### src/spcc_defs.svh
// Constants of the serial PROM command controller.
//
// Contract
// - Writing one to busy runs the selected command; busy holds until it finishes.
// - Busy reads high after reset while configuration is loaded, then clears.
// - Command field decodes read, disable, enable, write, write all, erase, erase all, reload.
// - Read fetches the addressed byte into the data register.
// - Disable sends the instruction that blocks later erase and write.
// - Enable sends the instruction that permits erase and write.
// - Single write stores the data byte at the given address.
// - Write all stores the data byte into every location.
// - Single erase clears the location at the given address.
// - Erase all starts a bulk erase of the whole array.
// - Reload rereads configuration; a first byte other than A5h fails it.
// - A failed reload leaves configuration contents untouched.
// - No answer within 30 ms abandons the command and sets the time-out flag.
// - A write with no memory and the input line low keeps busy set until the time-out clears it.
// - With the input line high, busy clears once the frame is shifted out.
// - Only write, write all, erase and erase all can time out.
// - Data-loaded is set after a valid memory loaded, at start or by reload.
// - The 9-bit address field addresses bytes for single-location commands.
// - The data register holds the byte in bits 7:0; upper bits read zero.
`ifndef SPCC_DEFS_SVH
`define SPCC_DEFS_SVH
`define SPCC_CMD_OFS      8'h30
`define SPCC_DATA_OFS     8'h34
`define SPCC_BUSY_BIT     31
`define SPCC_OPC_HI       30
`define SPCC_OPC_LO       28
`define SPCC_TMO_BIT      10
`define SPCC_LOADED_BIT   9
`define SPCC_ADDR_HI      8
`define SPCC_DATA_HI      7
`define SPCC_ZERO_WORD    32'h0000_0000
`define SPCC_CLK_MHZ      250
`define SPCC_TIMEOUT_MS   30
`define SPCC_SK_HALF_NS   64
`define SPCC_SK_HALF      (`SPCC_SK_HALF_NS * `SPCC_CLK_MHZ / 1000)
`define SPCC_TMO_W        23
`define SPCC_START_BIT    1'b1
`define SPCC_OP_READ      2'h2
`define SPCC_OP_WRITE     2'h1
`define SPCC_OP_ERASE     2'h3
`define SPCC_OP_EXT       2'h0
`define SPCC_EXT_WDS      2'h0
`define SPCC_EXT_WRITE_EVERY_LOCATION     2'h1
`define SPCC_EXT_ERASE_EVERY_LOCATION     2'h2
`define SPCC_EXT_WEN      2'h3
`define SPCC_EXT_PAD      7'h00
`define SPCC_NO_DATA      8'h00
`define SPCC_LEN_SHORT    5'h0C
`define SPCC_LEN_LONG     5'h14
`define SPCC_RD_BITS      5'h08
`define SPCC_BOOT_FRAME   20'hC_0000
`define SPCC_MARKER       8'hA5
`define SPCC_MARKER_ADDR  9'h000
`define SPCC_ADDR_STEP    9'h001
`define SPCC_CFG_LAST     9'h010
`endif

### src/spcc_pkg.sv
// Types shared by the serial PROM command controller.
package spcc_pkg;
  typedef enum logic [2:0] {
    ST_IDLE  = 3'h0,
    ST_START = 3'h1,
    ST_SHIFT = 3'h2,
    ST_READ  = 3'h3,
    ST_CSLOW = 3'h4,
    ST_POLL  = 3'h5,
    ST_NEXT  = 3'h6
  } spcc_state_type;
  typedef enum logic [2:0] {
    CMD_READ                 = 3'h0,
    CMD_ERASE_WRITE_DISABLE  = 3'h1,
    CMD_ERASE_WRITE_ENABLE   = 3'h2,
    CMD_WRITE                = 3'h3,
    CMD_WRITE_EVERY_LOCATION = 3'h4,
    CMD_ERASE                = 3'h5,
    CMD_ERASE_EVERY_LOCATION = 3'h6,
    CMD_RELOAD               = 3'h7
  } spcc_cmd_type;
  typedef struct packed {
    logic cs;
    logic sclk;
    logic sdo;
  } spcc_pin_type;
  typedef struct packed {
    logic [8:0] index;
    logic [7:0] value;
  } spcc_cfg_type;
endpackage

### src/spcc_top.sv
// Serial PROM command controller with register port and three-wire link.
`timescale 1ns/100ps
`include "spcc_defs.svh"
module spcc_top
  import spcc_pkg::*;
#(
  parameter int TIMEOUT_CYCLES = `SPCC_TIMEOUT_MS * `SPCC_CLK_MHZ * 1000
)
(
  input  wire logic        sys_clk_in,
  input  wire logic        rst_in,
  input  wire logic [7:0]  reg_addr_in,
  input  wire logic [31:0] reg_wdata_in,
  input  wire logic        reg_wr_in,
  input  wire logic        reg_rd_in,
  output logic [31:0]      reg_rdata_out,
  input  wire logic        prom_serial_input_in,
  output spcc_pin_type     prom_pins_out,
  output spcc_cfg_type     cfg_out,
  output logic             cfg_valid_out
);

  localparam logic [4:0] SK_LAST = 5'(`SPCC_SK_HALF - 1);
  localparam logic [`SPCC_TMO_W-1:0] TMO_LAST = `SPCC_TMO_W'(TIMEOUT_CYCLES - 1);

  spcc_state_type          st;
  spcc_cmd_type            run_op;
  spcc_cmd_type            opcode;
  logic                    busy;
  logic [8:0]              addr;
  logic [7:0]              data8;
  logic                    tmo_flag;
  logic                    loaded;
  logic [19:0]             shreg;
  logic [4:0]              bit_cnt;
  logic [4:0]              ph_cnt;
  logic [`SPCC_TMO_W-1:0]  tmo_cnt;
  logic [8:0]              cur_addr;
  logic [7:0]              rd_byte;
  logic                    cs;
  logic                    sk;
  logic                    di_meta;
  logic                    di_sync;
  logic                    marker_ok;
  logic                    fin;
  logic                    tmo_hit;
  logic                    load_ok;
  logic                    rd_done;
  logic                    tick;
  logic                    cmd_wr;
  logic                    start_user;
  spcc_cmd_type            wop;

  function automatic logic [19:0] frame_of(input spcc_cmd_type c, input logic [8:0] a,
                                           input logic [7:0] d);
    logic [19:0] f;
    f = {`SPCC_START_BIT, `SPCC_OP_READ, a, `SPCC_NO_DATA};
    unique case (c)
      CMD_READ, CMD_RELOAD:
        f = {`SPCC_START_BIT, `SPCC_OP_READ, ((c == CMD_RELOAD) ? `SPCC_MARKER_ADDR : a), `SPCC_NO_DATA};
      CMD_ERASE_WRITE_DISABLE:
        f = {`SPCC_START_BIT, `SPCC_OP_EXT, `SPCC_EXT_WDS, `SPCC_EXT_PAD, `SPCC_NO_DATA};
      CMD_ERASE_WRITE_ENABLE:
        f = {`SPCC_START_BIT, `SPCC_OP_EXT, `SPCC_EXT_WEN, `SPCC_EXT_PAD, `SPCC_NO_DATA};
      CMD_WRITE:
        f = {`SPCC_START_BIT, `SPCC_OP_WRITE, a, d};
      CMD_WRITE_EVERY_LOCATION:
        f = {`SPCC_START_BIT, `SPCC_OP_EXT, `SPCC_EXT_WRITE_EVERY_LOCATION, `SPCC_EXT_PAD, d};
      CMD_ERASE:
        f = {`SPCC_START_BIT, `SPCC_OP_ERASE, a, `SPCC_NO_DATA};
      CMD_ERASE_EVERY_LOCATION:
        f = {`SPCC_START_BIT, `SPCC_OP_EXT, `SPCC_EXT_ERASE_EVERY_LOCATION, `SPCC_EXT_PAD, `SPCC_NO_DATA};
    endcase
    return f;
  endfunction

  function automatic logic [4:0] len_of(input spcc_cmd_type c);
    return (c == CMD_WRITE || c == CMD_WRITE_EVERY_LOCATION) ? `SPCC_LEN_LONG : `SPCC_LEN_SHORT;
  endfunction

  function automatic logic needs_poll(input spcc_cmd_type c);
    return c inside {CMD_WRITE, CMD_WRITE_EVERY_LOCATION, CMD_ERASE, CMD_ERASE_EVERY_LOCATION};
  endfunction

  // Register port decode.
  assign cmd_wr     = reg_wr_in && (reg_addr_in == `SPCC_CMD_OFS);
  assign wop        = spcc_cmd_type'(reg_wdata_in[`SPCC_OPC_HI:`SPCC_OPC_LO]);
  assign start_user = cmd_wr && reg_wdata_in[`SPCC_BUSY_BIT] && !busy;
  assign tick       = (ph_cnt == SK_LAST);
  assign prom_pins_out = '{cs: cs, sclk: sk, sdo: shreg[19]};

  // Input line synchroniser.
  always_ff @(posedge sys_clk_in)
  begin
    if (rst_in)
    begin
      di_meta <= 1'b0;
      di_sync <= 1'b0;
    end
    else
    begin
      di_meta <= prom_serial_input_in;
      di_sync <= di_meta;
    end
  end

  // Serial clock phase divider.
  always_ff @(posedge sys_clk_in)
  begin
    if (rst_in || st == ST_IDLE || st == ST_NEXT || tick)
      ph_cnt <= 5'h00;
    else
      ph_cnt <= ph_cnt + 5'h01;
  end

  // Command sequencer and link pins.
  always_ff @(posedge sys_clk_in)
  begin
    fin           <= 1'b0;
    tmo_hit       <= 1'b0;
    load_ok       <= 1'b0;
    rd_done       <= 1'b0;
    cfg_valid_out <= 1'b0;
    if (rst_in)
    begin
      st        <= ST_START;
      run_op    <= CMD_RELOAD;
      shreg     <= `SPCC_BOOT_FRAME;
      bit_cnt   <= `SPCC_LEN_SHORT;
      cs        <= 1'b0;
      sk        <= 1'b0;
      cur_addr  <= `SPCC_MARKER_ADDR;
      rd_byte   <= `SPCC_NO_DATA;
      tmo_cnt   <= '0;
      marker_ok <= 1'b0;
      cfg_out   <= '0;
    end
    else
    begin
      unique case (st)
        ST_IDLE:
        begin
          cs <= 1'b0;
          sk <= 1'b0;
          if (start_user)
          begin
            run_op    <= wop;
            shreg     <= frame_of(wop, reg_wdata_in[`SPCC_ADDR_HI:0], data8);
            bit_cnt   <= len_of(wop);
            cur_addr  <= `SPCC_MARKER_ADDR;
            marker_ok <= 1'b0;
            st        <= ST_START;
          end
        end
        ST_START:
        begin
          if (tick)
          begin
            cs <= 1'b1;
            st <= ST_SHIFT;
          end
        end
        ST_SHIFT:
        begin
          if (tick && !sk)
            sk <= 1'b1;
          else if (tick)
          begin
            sk      <= 1'b0;
            shreg   <= {shreg[18:0], 1'b0};
            bit_cnt <= bit_cnt - 5'h01;
            if (bit_cnt == 5'h01)
            begin
              if (run_op == CMD_READ || run_op == CMD_RELOAD)
              begin
                bit_cnt <= `SPCC_RD_BITS;
                st      <= ST_READ;
              end
              else if (needs_poll(run_op))
              begin
                cs <= 1'b0;
                st <= ST_CSLOW;
              end
              else
                st <= ST_NEXT;
            end
          end
        end
        ST_READ:
        begin
          if (tick && !sk)
            sk <= 1'b1;
          else if (tick)
          begin
            sk      <= 1'b0;
            rd_byte <= {rd_byte[6:0], di_sync};
            bit_cnt <= bit_cnt - 5'h01;
            if (bit_cnt == 5'h01)
              st <= ST_NEXT;
          end
        end
        ST_CSLOW:
        begin
          if (tick)
          begin
            cs      <= 1'b1;
            tmo_cnt <= '0;
            st      <= ST_POLL;
          end
        end
        ST_POLL:
        begin
          tmo_cnt <= tmo_cnt + `SPCC_TMO_W'(1);
          if (tick && di_sync)
            st <= ST_NEXT;
          else if (tmo_cnt == TMO_LAST)
          begin
            tmo_hit <= 1'b1;
            fin     <= 1'b1;
            cs      <= 1'b0;
            st      <= ST_IDLE;
          end
        end
        ST_NEXT:
        begin
          cs <= 1'b0;
          sk <= 1'b0;
          if (run_op == CMD_RELOAD && cur_addr == `SPCC_MARKER_ADDR)
          begin
            if (rd_byte == `SPCC_MARKER)
            begin
              marker_ok <= 1'b1;
              cur_addr  <= cur_addr + `SPCC_ADDR_STEP;
              shreg     <= frame_of(CMD_READ, cur_addr + `SPCC_ADDR_STEP, `SPCC_NO_DATA);
              bit_cnt   <= `SPCC_LEN_SHORT;
              st        <= ST_START;
            end
            else
            begin
              fin <= 1'b1;
              st  <= ST_IDLE;
            end
          end
          else if (run_op == CMD_RELOAD)
          begin
            cfg_valid_out <= 1'b1;
            cfg_out       <= '{index: cur_addr, value: rd_byte};
            if (cur_addr == `SPCC_CFG_LAST)
            begin
              load_ok <= 1'b1;
              fin     <= 1'b1;
              st      <= ST_IDLE;
            end
            else
            begin
              cur_addr <= cur_addr + `SPCC_ADDR_STEP;
              shreg    <= frame_of(CMD_READ, cur_addr + `SPCC_ADDR_STEP, `SPCC_NO_DATA);
              bit_cnt  <= `SPCC_LEN_SHORT;
              st       <= ST_START;
            end
          end
          else
          begin
            rd_done <= (run_op == CMD_READ);
            fin     <= 1'b1;
            st      <= ST_IDLE;
          end
        end
        default:
          st <= ST_IDLE;
      endcase
    end
  end

  // Busy flag.
  always_ff @(posedge sys_clk_in)
  begin
    if (rst_in)
      busy <= 1'b1;
    else if (start_user)
      busy <= 1'b1;
    else if (fin)
      busy <= 1'b0;
  end

  // Command fields, held while busy.
  always_ff @(posedge sys_clk_in)
  begin
    if (rst_in)
    begin
      opcode <= CMD_READ;
      addr   <= 9'h000;
    end
    else if (cmd_wr && !busy)
    begin
      opcode <= wop;
      addr   <= reg_wdata_in[`SPCC_ADDR_HI:0];
    end
  end

  // Data byte register.
  always_ff @(posedge sys_clk_in)
  begin
    if (rst_in)
      data8 <= `SPCC_NO_DATA;
    else if (rd_done)
      data8 <= rd_byte;
    else if (reg_wr_in && reg_addr_in == `SPCC_DATA_OFS && !busy)
      data8 <= reg_wdata_in[`SPCC_DATA_HI:0];
  end

  // Status flags.
  always_ff @(posedge sys_clk_in)
  begin
    if (rst_in)
    begin
      tmo_flag <= 1'b0;
      loaded   <= 1'b0;
    end
    else
    begin
      if (tmo_hit)
        tmo_flag <= 1'b1;
      else if (start_user)
        tmo_flag <= 1'b0;
      if (load_ok)
        loaded <= 1'b1;
    end
  end

  // Read data, valid the cycle after the strobe only.
  always_ff @(posedge sys_clk_in)
  begin
    if (rst_in || !reg_rd_in)
      reg_rdata_out <= `SPCC_ZERO_WORD;
    else if (reg_addr_in == `SPCC_CMD_OFS)
    begin
      reg_rdata_out                                 <= `SPCC_ZERO_WORD;
      reg_rdata_out[`SPCC_BUSY_BIT]                 <= busy;
      reg_rdata_out[`SPCC_OPC_HI:`SPCC_OPC_LO]      <= opcode;
      reg_rdata_out[`SPCC_TMO_BIT]                  <= tmo_flag;
      reg_rdata_out[`SPCC_LOADED_BIT]               <= loaded;
      reg_rdata_out[`SPCC_ADDR_HI:0]                <= addr;
    end
    else if (reg_addr_in == `SPCC_DATA_OFS)
      reg_rdata_out <= {24'h00_0000, data8};
    else
      reg_rdata_out <= `SPCC_ZERO_WORD;
  end
endmodule // spcc_top
### config.mk
export PLATFORM = sky130hd
export DESIGN_NAME = spcc_top
export DESIGN_NICKNAME = d
export VERILOG_FILES = /design/src/spcc_pkg.sv /design/src/spcc_top.sv
export VERILOG_INCLUDE_DIRS = /design/src /design/src/src
export SDC_FILE = /design/constraint.sdc
export NUM_CORES = 1
export LEC_CHECK = 0
export ABC_CLOCK_PERIOD_IN_PS = 3480
export BUFFER_PORTS_ARGS = -buffer_cell sky130_fd_sc_hd__buf_4
export CAP_MARGIN = 20
export CORE_MARGIN = 1
export CORE_UTILIZATION = 30
export DETAILED_ROUTE_END_ITERATION = 8
export MAX_ROUTING_LAYER = met4
export PLACE_DENSITY = 0.54
export SYNTH_ARGS = -nofsm -noshare
export SYNTH_HDL_FRONTEND = slang
export SYNTH_SLANG_ARGS = --single-unit
export TNS_END_PERCENT = 10
### constraint.sdc
create_clock -name sys_clk_in -period 3.48 [get_ports sys_clk_in]
set_input_delay 0.522 -clock sys_clk_in [delete_from_list [all_inputs] [get_ports sys_clk_in]]
set_output_delay 0.522 -clock sys_clk_in [all_outputs]
set_load 0.02 [all_outputs]
==> impl_metrics.env <==
export IMPL_status="completed"
export IMPL_power_uw=4392
export IMPL_antenna_cells=0
export IMPL_synth_xor_area_share=0.01764
export IMPL_num_vias=5422
export IMPL_synthArstFlopShare=0
export IMPL_synth_seq_cells=140
export IMPL_period_share=0.8183
export IMPL_cts_root_buf="clkbuf_16"
export IMPL_yosysTopAreaCellShare=0.4343
export IMPL_busiest_layer="met2"
export IMPL_clkSinkCount=140
export IMPL_rsz0062_at_grt="false"
export IMPL_yosys_top_cells_count="dfxtp_1 (140), nor2_1 (103), a21oi_1 (78), nand2_1 (73), clkbuf_1 (40)"
export IMPL_synthDistinctLibCells=63
export IMPL_fmax_ghz=0.3512
export IMPL_cts_resized=0
export IMPL_use_met1=0.2163
export IMPL_die_area_mm2=0.02210
export IMPL_vias_per_cell=4.961
export IMPL_finalSetupViolations=0
export IMPL_syn_area_mm2=0.006454
export IMPL_crit_arrival_ps=3180
export IMPL_hold_worst_slack_ps=319.1
export IMPL_cts_hold_buf=0
export IMPL_post_cts_buffers=0
export IMPL_synth_compound_area_frac=0.1795
export IMPL_cts_tree="yes"
export IMPL_first_global_vias=5001
export IMPL_clk_pin_slew_worst_paths_ps=60
export IMPL_firstDrtPassIters=5
export IMPL_layout_drive_gt1_share=0.1589
export IMPL_grt_usage=0.1565
export IMPL_synthAdderAreaFrac=0.01357
export IMPL_cts_max_level=4
export IMPL_gr_usage_met3=0.03528
export IMPL_cts_buffers_inserted=17
export IMPL_dp_final_hpwl_um=10740
export IMPL_port_buffers=61
export IMPL_die_h_um=148.7
export IMPL_crit_fanout=16
export IMPL_leakage_uw=0.002835
export IMPL_multi_input_area_mm2=0.003294
export IMPL_core_mm2=0.02109
export IMPL_grt_max_degree=46
export IMPL_synth_top_family_by_area="simple AND/OR/NAND/NOR gates"
export IMPL_ios=98
export IMPL_drc_errors=0
export IMPL_seq_area_frac_synth=0.4343
export IMPL_final_util=0.3648
export IMPL_syn_to_final_growth_pct=19.21
export IMPL_grt_pass1_wl_um=26450
export IMPL_fin_worst_skew_ps=8.275
export IMPL_power_density_mw_per_mm2=570.8
export IMPL_drtAntennaViolNets=0
export IMPL_cp_end_kind="flop"
export IMPL_seq_area_mm2=0.002803
export IMPL_synth_top_cell_by_area="dfxtp_1"
export IMPL_antenna_found_initial=0
export IMPL_worst_ir_drop_vdd_v=0.0003634
export IMPL_gp_congestion=0.7940
export IMPL_wl_per_cell_um=14.61
export IMPL_insertion_delay_ps=430
export IMPL_synth_area_top_cells="dfxtp_1 (43%), a21oi_1 (6.0%), nor2_1 (6.0%)"
export IMPL_tightest_slew_ps=1051
export IMPL_start_util=0.3060
export IMPL_layout_min_cycle_time_ps=2848
export IMPL_synth_most_common_cell="dfxtp_1"
export IMPL_grt_overflow=0
export IMPL_fill_cells=2196
export IMPL_yosys_area_share_simple=0.2418
export IMPL_drt_iter0_drc=429
export IMPL_drv_cap=0
export IMPL_ys_warn_count=0
export IMPL_hold_class="input port to flop"
export IMPL_use_met2=0.2224
export IMPL_required_ps=3810
export IMPL_dp_cells=1061
export IMPL_syn_inst=766
export IMPL_slew_headroom=0.2966
export IMPL_synthFlopType="dfxtp_1"
export IMPL_synth_avg_cell_area_um2=8.425
export IMPL_drv_slew=0
export IMPL_startpoint_type="flop"
export IMPL_wirelength_um=15970
export IMPL_fin_cells=1093
export IMPL_muxShareOfSynthArea=0.04808
export IMPL_critPathKind="flop to flop"
export IMPL_die_w_um=148.7
export IMPL_hold_viol_final=0
export IMPL_synth_edf_count=0
export IMPL_rows=53
export IMPL_fin_setup_tns_ps=0
export IMPL_fin_nets=857
export IMPL_clk_path_buf_depth=2
per-layer routing:
| layer | up-vias | wire (µm) | share of wire |
|---|---|---|---|
| met5 | - | 0 | 0 |
| met2 | 143 | 6721 | 0.42 |
| met3 | 12 | 792 | 0.050 |
| met1 | 2502 | 8297 | 0.52 |
| met4 | 0 | 156 | 0.0098 |
| li1 | 2765 | - | - |
cell usage in the layout (no fill, tap or decap), types with 17 or more instances in the layout:
cell / synthesis / final
dfxtp_1: 140 / 140
nor2_1: 103 / 103
a21oi_1: 78 / 78
buf_4: 20 / 74
nand2_1: 73 / 73
nand3_1: 29 / 29
a211oi_1: 26 / 26
mux2i_1: 22 / 22
conb_1: 1 / 17
clkbuf_16: 0 / 17
final timing paths:
kind / startpoint / to / slack [ps] / cells after the start
min: prom_serial_input_in / di_meta$_SDFF_PP0_ / 320 / 2
max: ph_cnt[0]$_SDFF_PP0_ / shreg[7]$_SDFFE_PP0P_ / 630 / 9
max reg2reg: ph_cnt[0]$_SDFF_PP0_ / shreg[7]$_SDFFE_PP0P_ / 630 / 9
min reg2reg: load_ok$_SDFF_PP0_ / loaded$_SDFFE_PP0P_ / 430 / 2
flip-flops by register name (all words and copies together), names as in the netlist, 5 cells and up:
register       count
reg_rdata_out     15
shreg             20
bit_cnt            5
tmo_cnt           23
cur_addr           9
rd_byte            8
cfg_out           17
data8              8
ph_cnt             5
addr               9
cells by family (layout without fill, tap and decap cells):
| family | count (synthesis) | after routing |
|---|---|---|
| flip-flops | 140 | 140 |
| other | 1 | 17 |
| XOR/XNOR | 13 | 13 |
| multiplexers | 30 | 30 |
| AO/OA/AOI/OAI | 177 | 177 |
| adder cells (fa/ha/maj) | 7 | 7 |
| buffers and inverters | 84 | 120 |
| AND/OR/NAND/NOR | 314 | 314 |
worst max-delay path: stages, from the launching register on:
cell and delay, ps:
dfxtp_1 350, ha_1 180, and3_1 170, ha_1 320
nand2_1 310, a22oi_1 400, o211a_1 450, buf_4 280
nor2_1 60, a211oi_1 230
report_power, final:
part	internal [µW]	leakage, µW	switching (µW)	total, µW
logic	233	0.00139	341	574
registers	1720	0.00113	91.8	1820
clock network	1240	0.000315	765	2000
total	3190	0.00284	1200	4390
through the flow:
step | worst slack [ps] | area [µm²]
finish | 632.5 | 7694
detailed placement | 695.9 | 7049
global route | 388.5 | 7694
global placement | 685.4 | 7049
CTS | 649.8 | 7694
floorplan | 1082 | 6514
cell type report:
class / count / area share
Multi-Input combinational cell: 558 / 0.4282
Sequential cell: 140 / 0.3643
Timing Repair Buffer: 74 / 0.07221
Clock buffer: 18 / 0.05708
Tap cell: 275 / 0.04472
Clock inverter: 14 / 0.02667
Inverter: 14 / 0.006830
Power figures use the tool's default switching activity.
